$ cat src/logic/msr_pkg.sv
// Package for the music stream router: stream numbering, message classes,
// power-on defaults and the message carrier.
// Assumes a single 100 MHz clock and a synchronous active-high reset.
package msr_pkg;

  localparam int unsigned MSR_NUM_STREAMS = 3;
  localparam logic [1:0] MSR_STREAM_MAIN = 2'h1;
  localparam logic [1:0] MSR_STREAM_LINK = 2'h2;
  localparam logic [1:0] MSR_STREAM_SEQ  = 2'h3;

  localparam int unsigned MSR_LOCAL_SEL_BASE = 1;
  localparam int unsigned MSR_XMIT_SEL_BASE  = 4;

  localparam logic [2:0] MSR_LOCAL_EN_RESET = 3'h7;
  localparam logic [2:0] MSR_XMIT_EN_RESET  = 3'h0;
  localparam logic       MSR_PANEL_FWD_DEFAULT = 1'h0;

  localparam logic [7:0] MSR_REMOTE_PROG_MAX = 8'h32;
  localparam int unsigned MSR_PAYLOAD_W = 16;

  typedef enum logic [1:0] {
    MSR_CLASS_PERF  = 2'b00,
    MSR_CLASS_PROG  = 2'b01,
    MSR_CLASS_PARAM = 2'b10
  } msr_class_type;

  typedef struct packed {
    logic [1:0]               stream;
    msr_class_type            mclass;
    logic [7:0]               prog_num;
    logic [MSR_PAYLOAD_W-1:0] payload;
  } msr_msg_type;

  // Maps a stream number (1 main, 2 link, 3 sequencer) to its one-hot enable bit.
  function automatic logic [2:0] msr_stream_bit(input logic [1:0] stream);
    logic [2:0] hot;
    hot = 3'h0;
    case (stream)
      MSR_STREAM_MAIN: hot = 3'h1;
      MSR_STREAM_LINK: hot = 3'h2;
      MSR_STREAM_SEQ:  hot = 3'h4;
      default:         hot = 3'h0;
    endcase
    return hot;
  endfunction

endpackage

$ cat src/logic/msr_router.sv
// Music stream router: takes messages of three streams, delivers them to the
// internal engine and to the external interface under per-stream enables.
// Assumes selector pulses are one cycle wide and synchronous to clk; the
// panel-forward setting is held by non-volatile storage outside this block.
`timescale 1ns/1ps
`default_nettype none

// Contract
// - Three streams: main 1, link 2, sequencer 3.
// - Selectors 1-3 gate internal delivery per stream.
// - Selectors 4-6 gate external transmit per stream.
// - Each selector press toggles enable and indicator.
// - Main local off blocks programs to workspace.
// - Power-up: local enables on, transmit off.
// - Program switch alone adds program messages.
// - Program switch alone still suppresses parameter messages.
// - Panel switch on sends every class.
// - Performance class always eligible on enabled streams.
// - Remote programs 1 to 50 map one-to-one.
// - Both switches off sends performance class only.
// - Panel switch setting survives power cycles.
module msr_router
  import msr_pkg::*;
(
  input  wire logic        clk,
  input  wire logic        sys_rst,
  input  wire logic [5:0]  sel_press,
  input  wire logic        panel_forward_switch,
  input  wire logic        program_forward_switch,
  input  wire logic        in_valid,
  output logic             in_ready,
  input  wire msr_msg_type in_msg,
  output logic             local_valid,
  output msr_msg_type      local_msg,
  output logic             ws_prog_valid,
  output logic [7:0]       ws_prog_num,
  output logic             xmit_valid,
  input  wire logic        xmit_ready,
  output msr_msg_type      xmit_msg,
  output logic             xmit_prog_range_err,
  output logic [5:0]       sel_led
);

  typedef struct packed {
    logic [2:0]  local_en;
    logic [2:0]  xmit_en;
    logic        local_valid;
    msr_msg_type local_msg;
    logic        ws_prog_valid;
    logic [7:0]  ws_prog_num;
    logic        xmit_valid;
    msr_msg_type xmit_msg;
    logic        range_err;
  } msr_router_state_type;

  msr_router_state_type st_reg;
  msr_router_state_type st_next;

  logic        buf_valid;
  logic        buf_ready;
  msr_msg_type buf_msg;
  logic        class_ok;
  logic [2:0]  hot;
  logic        want_xmit;
  logic        want_local;
  logic        out_free;

  // The buffer absorbs a stalled transmitter so no incoming word is lost.
  msr_skid_buf u_buf (
    .clk       (clk),
    .sys_rst   (sys_rst),
    .in_valid  (in_valid),
    .in_ready  (in_ready),
    .in_data   (in_msg),
    .out_valid (buf_valid),
    .out_ready (buf_ready),
    .out_data  (buf_msg)
  );

  msr_filter u_filter (
    .mclass                 (buf_msg.mclass),
    .panel_forward_switch   (panel_forward_switch),
    .program_forward_switch (program_forward_switch),
    .allow                  (class_ok)
  );

  assign hot        = msr_stream_bit(buf_msg.stream);
  assign want_local = |(hot & st_reg.local_en);
  assign want_xmit  = |(hot & st_reg.xmit_en) && class_ok;
  // The output stage takes a word only when its transmit slot is free.
  assign out_free   = !st_reg.xmit_valid || xmit_ready;
  assign buf_ready  = out_free;

  always_comb begin
    st_next = st_reg;
    st_next.local_valid   = 1'b0;
    st_next.ws_prog_valid = 1'b0;
    st_next.range_err     = 1'b0;
    if (st_reg.xmit_valid && xmit_ready) begin
      st_next.xmit_valid = 1'b0;
    end
    // Toggling while keys are held may strand notes; that is left to the user.
    st_next.local_en = st_reg.local_en ^ sel_press[2:0];
    st_next.xmit_en  = st_reg.xmit_en ^ sel_press[5:3];
    if (buf_valid && out_free) begin
      if (want_local) begin
        st_next.local_valid = 1'b1;
        st_next.local_msg   = buf_msg;
        if (buf_msg.stream == MSR_STREAM_MAIN && buf_msg.mclass == MSR_CLASS_PROG) begin
          st_next.ws_prog_valid = 1'b1;
          st_next.ws_prog_num   = buf_msg.prog_num;
        end
      end
      if (want_xmit) begin
        st_next.xmit_valid = 1'b1;
        st_next.xmit_msg   = buf_msg;
        // Numbers past the remote's range have no defined result there.
        if (buf_msg.mclass == MSR_CLASS_PROG &&
            (buf_msg.prog_num == 8'h00 || buf_msg.prog_num > MSR_REMOTE_PROG_MAX)) begin
          st_next.range_err = 1'b1;
        end
      end
    end
  end

  always_ff @(posedge clk) begin
    if (sys_rst) begin
      st_reg          <= '0;
      st_reg.local_en <= MSR_LOCAL_EN_RESET;
      st_reg.xmit_en  <= MSR_XMIT_EN_RESET;
    end else begin
      st_reg <= st_next;
    end
  end

  assign local_valid         = st_reg.local_valid;
  assign local_msg           = st_reg.local_msg;
  assign ws_prog_valid       = st_reg.ws_prog_valid;
  assign ws_prog_num         = st_reg.ws_prog_num;
  assign xmit_valid          = st_reg.xmit_valid;
  assign xmit_msg            = st_reg.xmit_msg;
  assign xmit_prog_range_err = st_reg.range_err;
  assign sel_led             = {st_reg.xmit_en, st_reg.local_en};

  a_reset_defaults : assert property (@(posedge clk)
    sys_rst |=> (sel_led == 6'h07)) else $error("power-up enables wrong");

  a_sel_toggle : assert property (@(posedge clk) disable iff (sys_rst)
    !$past(sys_rst) |-> sel_led == ($past(sel_led) ^ $past(sel_press)))
    else $error("selector did not toggle its enable");

  a_param_blocked : assert property (@(posedge clk) disable iff (sys_rst)
    (xmit_valid && !$past(xmit_valid && !xmit_ready) && !$past(panel_forward_switch))
      |-> xmit_msg.mclass != MSR_CLASS_PARAM) else $error("parameter sent without panel");

  a_prog_gate : assert property (@(posedge clk) disable iff (sys_rst)
    (buf_valid && out_free && !panel_forward_switch && !program_forward_switch &&
     buf_msg.mclass == MSR_CLASS_PROG) |=> !xmit_valid)
    else $error("program sent with both switches off");

  a_panel_all : assert property (@(posedge clk) disable iff (sys_rst)
    (buf_valid && out_free && panel_forward_switch && |(hot & st_reg.xmit_en))
      |=> xmit_valid) else $error("panel switch failed to pass message");

  a_perf_pass : assert property (@(posedge clk) disable iff (sys_rst)
    (buf_valid && out_free && buf_msg.mclass == MSR_CLASS_PERF && |(hot & st_reg.xmit_en))
      |=> xmit_valid) else $error("performance message not sent");

  a_prog_switch : assert property (@(posedge clk) disable iff (sys_rst)
    (buf_valid && out_free && program_forward_switch && buf_msg.mclass == MSR_CLASS_PROG
     && |(hot & st_reg.xmit_en)) |=> xmit_valid) else $error("program message not sent");

  a_main_ws : assert property (@(posedge clk) disable iff (sys_rst)
    ws_prog_valid |-> $past(st_reg.local_en[0])) else $error("workspace fed with main off");

  a_local_gate : assert property (@(posedge clk) disable iff (sys_rst)
    (buf_valid && out_free && !want_local) |=> !local_valid)
    else $error("local delivery despite disabled stream");

  a_range_flag : assert property (@(posedge clk) disable iff (sys_rst)
    (buf_valid && out_free && want_xmit && buf_msg.mclass == MSR_CLASS_PROG &&
     buf_msg.prog_num > MSR_REMOTE_PROG_MAX) |=> xmit_prog_range_err)
    else $error("out-of-range program not flagged");

  c_both_paths : cover property (@(posedge clk) local_valid && xmit_valid);
  c_xmit_stall : cover property (@(posedge clk) (xmit_valid && !xmit_ready) [*2]);
  c_ws_prog    : cover property (@(posedge clk) ws_prog_valid);
  c_range_err  : cover property (@(posedge clk) xmit_prog_range_err);

endmodule
`default_nettype wire

$ cat src/logic/msr_skid_buf.sv
// Two-entry buffer with valid and ready on both sides for message words.
// Assumes one clock and a synchronous active-high reset.
`timescale 1ns/1ps
`default_nettype none
module msr_skid_buf
  import msr_pkg::*;
(
  input  wire logic        clk,
  input  wire logic        sys_rst,
  input  wire logic        in_valid,
  output logic             in_ready,
  input  wire msr_msg_type in_data,
  output logic             out_valid,
  input  wire logic        out_ready,
  output msr_msg_type      out_data
);

  typedef struct packed {
    msr_msg_type [1:0] mem;
    logic              rd_ptr;
    logic              wr_ptr;
    logic [1:0]        count;
  } msr_buf_state_type;

  msr_buf_state_type st_reg;
  msr_buf_state_type st_next;
  logic              push;
  logic              pop;

  assign in_ready  = (st_reg.count != 2'h2);
  assign out_valid = (st_reg.count != 2'h0);
  assign out_data  = st_reg.mem[st_reg.rd_ptr];
  assign push      = in_valid && in_ready;
  assign pop       = out_valid && out_ready;

  always_comb begin
    st_next = st_reg;
    if (push) begin
      st_next.mem[st_reg.wr_ptr] = in_data;
      st_next.wr_ptr = ~st_reg.wr_ptr;
    end
    if (pop) begin
      st_next.rd_ptr = ~st_reg.rd_ptr;
    end
    if (push && !pop) begin
      st_next.count = st_reg.count + 2'h1;
    end else if (pop && !push) begin
      st_next.count = st_reg.count - 2'h1;
    end
  end

  always_ff @(posedge clk) begin
    if (sys_rst) begin
      st_reg <= '0;
    end else begin
      st_reg <= st_next;
    end
  end

  a_buf_no_over : assert property (@(posedge clk) disable iff (sys_rst)
    st_reg.count <= 2'h2) else $error("buffer count exceeds two");

endmodule
`default_nettype wire

$ cat src/logic/msr_filter.sv
// Outgoing class filter: decides whether a message class may be transmitted
// from the panel-forward and program-forward switches.
// Assumes pure combinational use inside the router.
`timescale 1ns/1ps
`default_nettype none
module msr_filter
  import msr_pkg::*;
(
  input  wire msr_class_type mclass,
  input  wire logic          panel_forward_switch,
  input  wire logic          program_forward_switch,
  output logic               allow
);

  always_comb begin
    allow = 1'b0;
    if (panel_forward_switch) begin
      allow = 1'b1;
    end else begin
      case (mclass)
        MSR_CLASS_PERF:  allow = 1'b1;
        MSR_CLASS_PROG:  allow = program_forward_switch;
        MSR_CLASS_PARAM: allow = 1'b0;
        default:         allow = 1'b0;
      endcase
    end
  end

endmodule
`default_nettype wire

$ cat config.mk
export PLATFORM = sky130hd
export DESIGN_NAME = msr_router
export DESIGN_NICKNAME = d
export VERILOG_FILES = /design/src/logic/msr_pkg.sv /design/src/logic/msr_router.sv /design/src/logic/msr_skid_buf.sv /design/src/logic/msr_filter.sv
export SDC_FILE = /design/constraint.sdc
export NUM_CORES = 1
export LEC_CHECK = 0
export BUFFER_PORTS_ARGS = -buffer_cell sky130_fd_sc_hd__buf_2
export CAP_MARGIN = 30
export CORE_MARGIN = 5
export CORE_UTILIZATION = 48
export CTS_CLUSTER_SIZE = 30
export DETAILED_ROUTE_END_ITERATION = 8
export PLACE_DENSITY_LB_ADDON = 0.25
export RECOVER_POWER = 100
export SLEW_MARGIN = 40
export SYNTH_ARGS = -nofsm -noshare
export SYNTH_HDL_FRONTEND = slang
export SYNTH_SLANG_ARGS = --single-unit
export TNS_END_PERCENT = 1
$ cat constraint.sdc
create_clock -name clk -period 1.8 [get_ports clk]
set_input_delay 0.09 -clock clk [delete_from_list [all_inputs] [get_ports clk]]
set_output_delay 0.09 -clock clk [all_outputs]
set_load 0.03 [all_outputs]
==> out/results.ini <==
[run_status]
run_status=finished with violations
failed_checks=setup timing

[synthesis]
ys.warnings.count=0
synthXorXnorAreaFrac=0.01369
dominantRegCellSynth=sky130_fd_sc_hd__dfxtp_1
post_synth_fa_ha_maj_area_fraction=0.002445
synth_compound_area_frac=0.2112
synth_seq_area_share=0.5242
combinational_family_with_the_most_area_after_synthesis=compound AO/OA/AOI/OAI gates
post_synth_mux_area_share=0.05281
synth-edff-count=0
synth_seq_cells=134
syn_area_per_cell_um2=8.838
post_synth_inst_count=579
yosys.cell_types.count=41
synthSimpleGateAreaFrac=0.1526
netlist_area_um2=5117
synthArstFlopShare=0
syn_nets=620

[final_layout]
finish.net_count=777
antennaDiodeCount=0
largest_register_ffs=60
final_core_util=0.6800
final_cell_mix=sky130_fd_sc_hd__dfxtp_1, sky130_fd_sc_hd__nand2_1, sky130_fd_sc_hd__a21oi_1
post_route_cells_drive_above_1_share=0.1909
layout.cells.non_filler=885
area_grow_syn2layout_pct=37.80
leading_cell_type_in_the_layout_fill_and_taps_excluded=sky130_fd_sc_hd__dfxtp_1
design_area_um2=7052

[clocking]
cts_tree=done
cts_buffers=17
clock-root-buffer=sky130_fd_sc_hd__clkbuf_8
worst_skew_pair_latency_ns=0.53
cts_num_sinks=134
ctsHtreeMaxLevel=4
clkTransAtPathRegs_ns=0.06
cts_buffer_depth=2

[drt]
route.detailed.drc=0
wl_per_cell_um=16.54
drt_pre_antenna_iters=5
postRouteWirelength_um=14640
avgViaCountPerCell=5.386
vias=4767
first_iter_violations=428
drt.antenna.violating_nets=0

[worst_setup_path]
worstSetupPathType=flop to flop
cp.required_ns=2.23
crit_path_end_kind=flop
start_kind=flop
crit_fanout=18
critPathArrivalTime_ns=2.31

[job]
max-cap-violations=0

[hold_path]
hold_path.class=primary input to flop

[place]
place_area_um2=5914
detailed_place_hpwl_um=9265
routabilityCongestion=0.8458
buffer_ports.inserted=114
post-place-cells=808

[floorplanning]
ioPinCount=115
row_count=37
die_width_um=113.3
starting_density_of_the_core=0.4935
die-height_um=113.3
die-area_um2=12830
total_core_area_um2=10370

[sta]
timing.max_slew.rel_slack=0.5133
achievable-frequency_mhz=532.2
hold-worst-slack_ns=0.2334
hold_viol_final=0
finalSetupViolCount=18
worst_slack_ns=-0.07907
layout_min_cycle_time_ns=1.879
max_slew.worst_pin.slew_ns=0.7301
rsz_0062_raised_after_global_routing=true
final.period_utilization=1.044
timing.clock.skew_ns=0.01081
final-max-slew-violation-count=0

[power]
cellLeakagePower_uw=0.002532
irDropWorstVdd_uv=645.0
power_density_nw_per_um2=1392

[grt]
grt_pass1_vias=4497
grt-ovfl-total=0
grt_pass1_wl_um=22800
maximum_number_of_pins_on_one_net_before_global_route_repair=56
grt_antenna_before_repair=0
global_router_s_overall_resource_usage=0.2232

-- kinds of logic (layout without fill, tap and decap cells) --
group	count (synthesis)	count (layout)
compound gates	170	170
xor+xnor	8	8
fa+ha+maj	1	1
buf+inv	50	220
flops	134	134
mux	27	27
simple gates	189	189
-- critical path, stage by stage, from the launching register on --
cell                       delay, ns
sky130_fd_sc_hd__dfxtp_4        0.37
sky130_fd_sc_hd__or3b_4         0.38
sky130_fd_sc_hd__a21bo_4        0.25
sky130_fd_sc_hd__a31oi_4        0.25
sky130_fd_sc_hd__buf_12         0.15
sky130_fd_sc_hd__buf_12         0.14
sky130_fd_sc_hd__nor2_1         0.06
sky130_fd_sc_hd__a211oi_1       0.19
-- final cells by class --
cell class              count  area [um^2]
clock inverters            14        152.6
inverters                   5        18.77
flip-flops and latches    134         2688
repair buffers            183         1217
clock buffers              18        427.9
fillers                   868         3318
well taps                 136        170.2
multi-input cells         395         2377
-- Yosys cell counts, drive strengths merged, types with 3 or more instances --
master	instances	area [um^2]
nand2b	5	31.28
a21oi	90	450.4
dfxtp	134	2683
nor2	44	167.7
buf	17	96.34
inv	5	18.77
mux2i	27	270.3
nand2	120	450.4
clkbuf	28	105.1
xnor2	6	52.55
a211oi	66	500.5
nor3	3	15.01
-- power by group --
group | internal, uW | switching [uW]
Sequential | 3320 | 236
Clock | 2020 | 1350
Combinational | 1050 | 1840
Total | 6390 | 3430
-- per-stage QoR --
step                      setup WS [ns]  power [uW]  TNS [ns]
after floorplan                -0.01911        5352   -0.1911
after global placement        -0.006493        6085  -0.02195
after detailed placement       -0.06665        6157   -0.8654
after CTS                      -0.02738        9674   -0.2727
after global routing            -0.1415       10230    -3.682
final                          -0.07907        9816   -0.5490
-- metal layers --
layer  vias to the layer above  wire length, um  GRT usage
met3                        25             1118    0.05829
met4                         0              233    0.08173
met5                         -                0          0
met2                       165             6713     0.3503
met1                      2250             6576     0.2969
li1                       2327                -          -
-- final timing paths --
check | from | depth (start not counted) | slack (ns) | endpoint
setup / recovery | u_buf.st_reg[3]$_SDFFE_PP0P_ | 7 | -0.08 | local_msg[4]$_SDFFE_PP0P_
hold / removal | panel_forward_switch | 4 | 0.23 | xmit_prog_range_err$_SDFF_PP0_
setup reg to reg | u_buf.st_reg[3]$_SDFFE_PP0P_ | 7 | -0.08 | local_msg[4]$_SDFFE_PP0P_
hold reg to reg | u_buf.st_reg[14]$_SDFFE_PP0P_ | 2 | 0.45 | u_buf.st_reg[14]$_SDFFE_PP0P_
-- repair_timing --
action                     4_1_cts  5_1_grt
resized for setup                7       39
hold endpoints to repair        83        0
hold buffers                    38        0
setup endpoints to repair       57       66
pin swaps                        9       29
gates cloned                     2        0
setup buffers                    2        4
(Power assumes the default switching activity.)
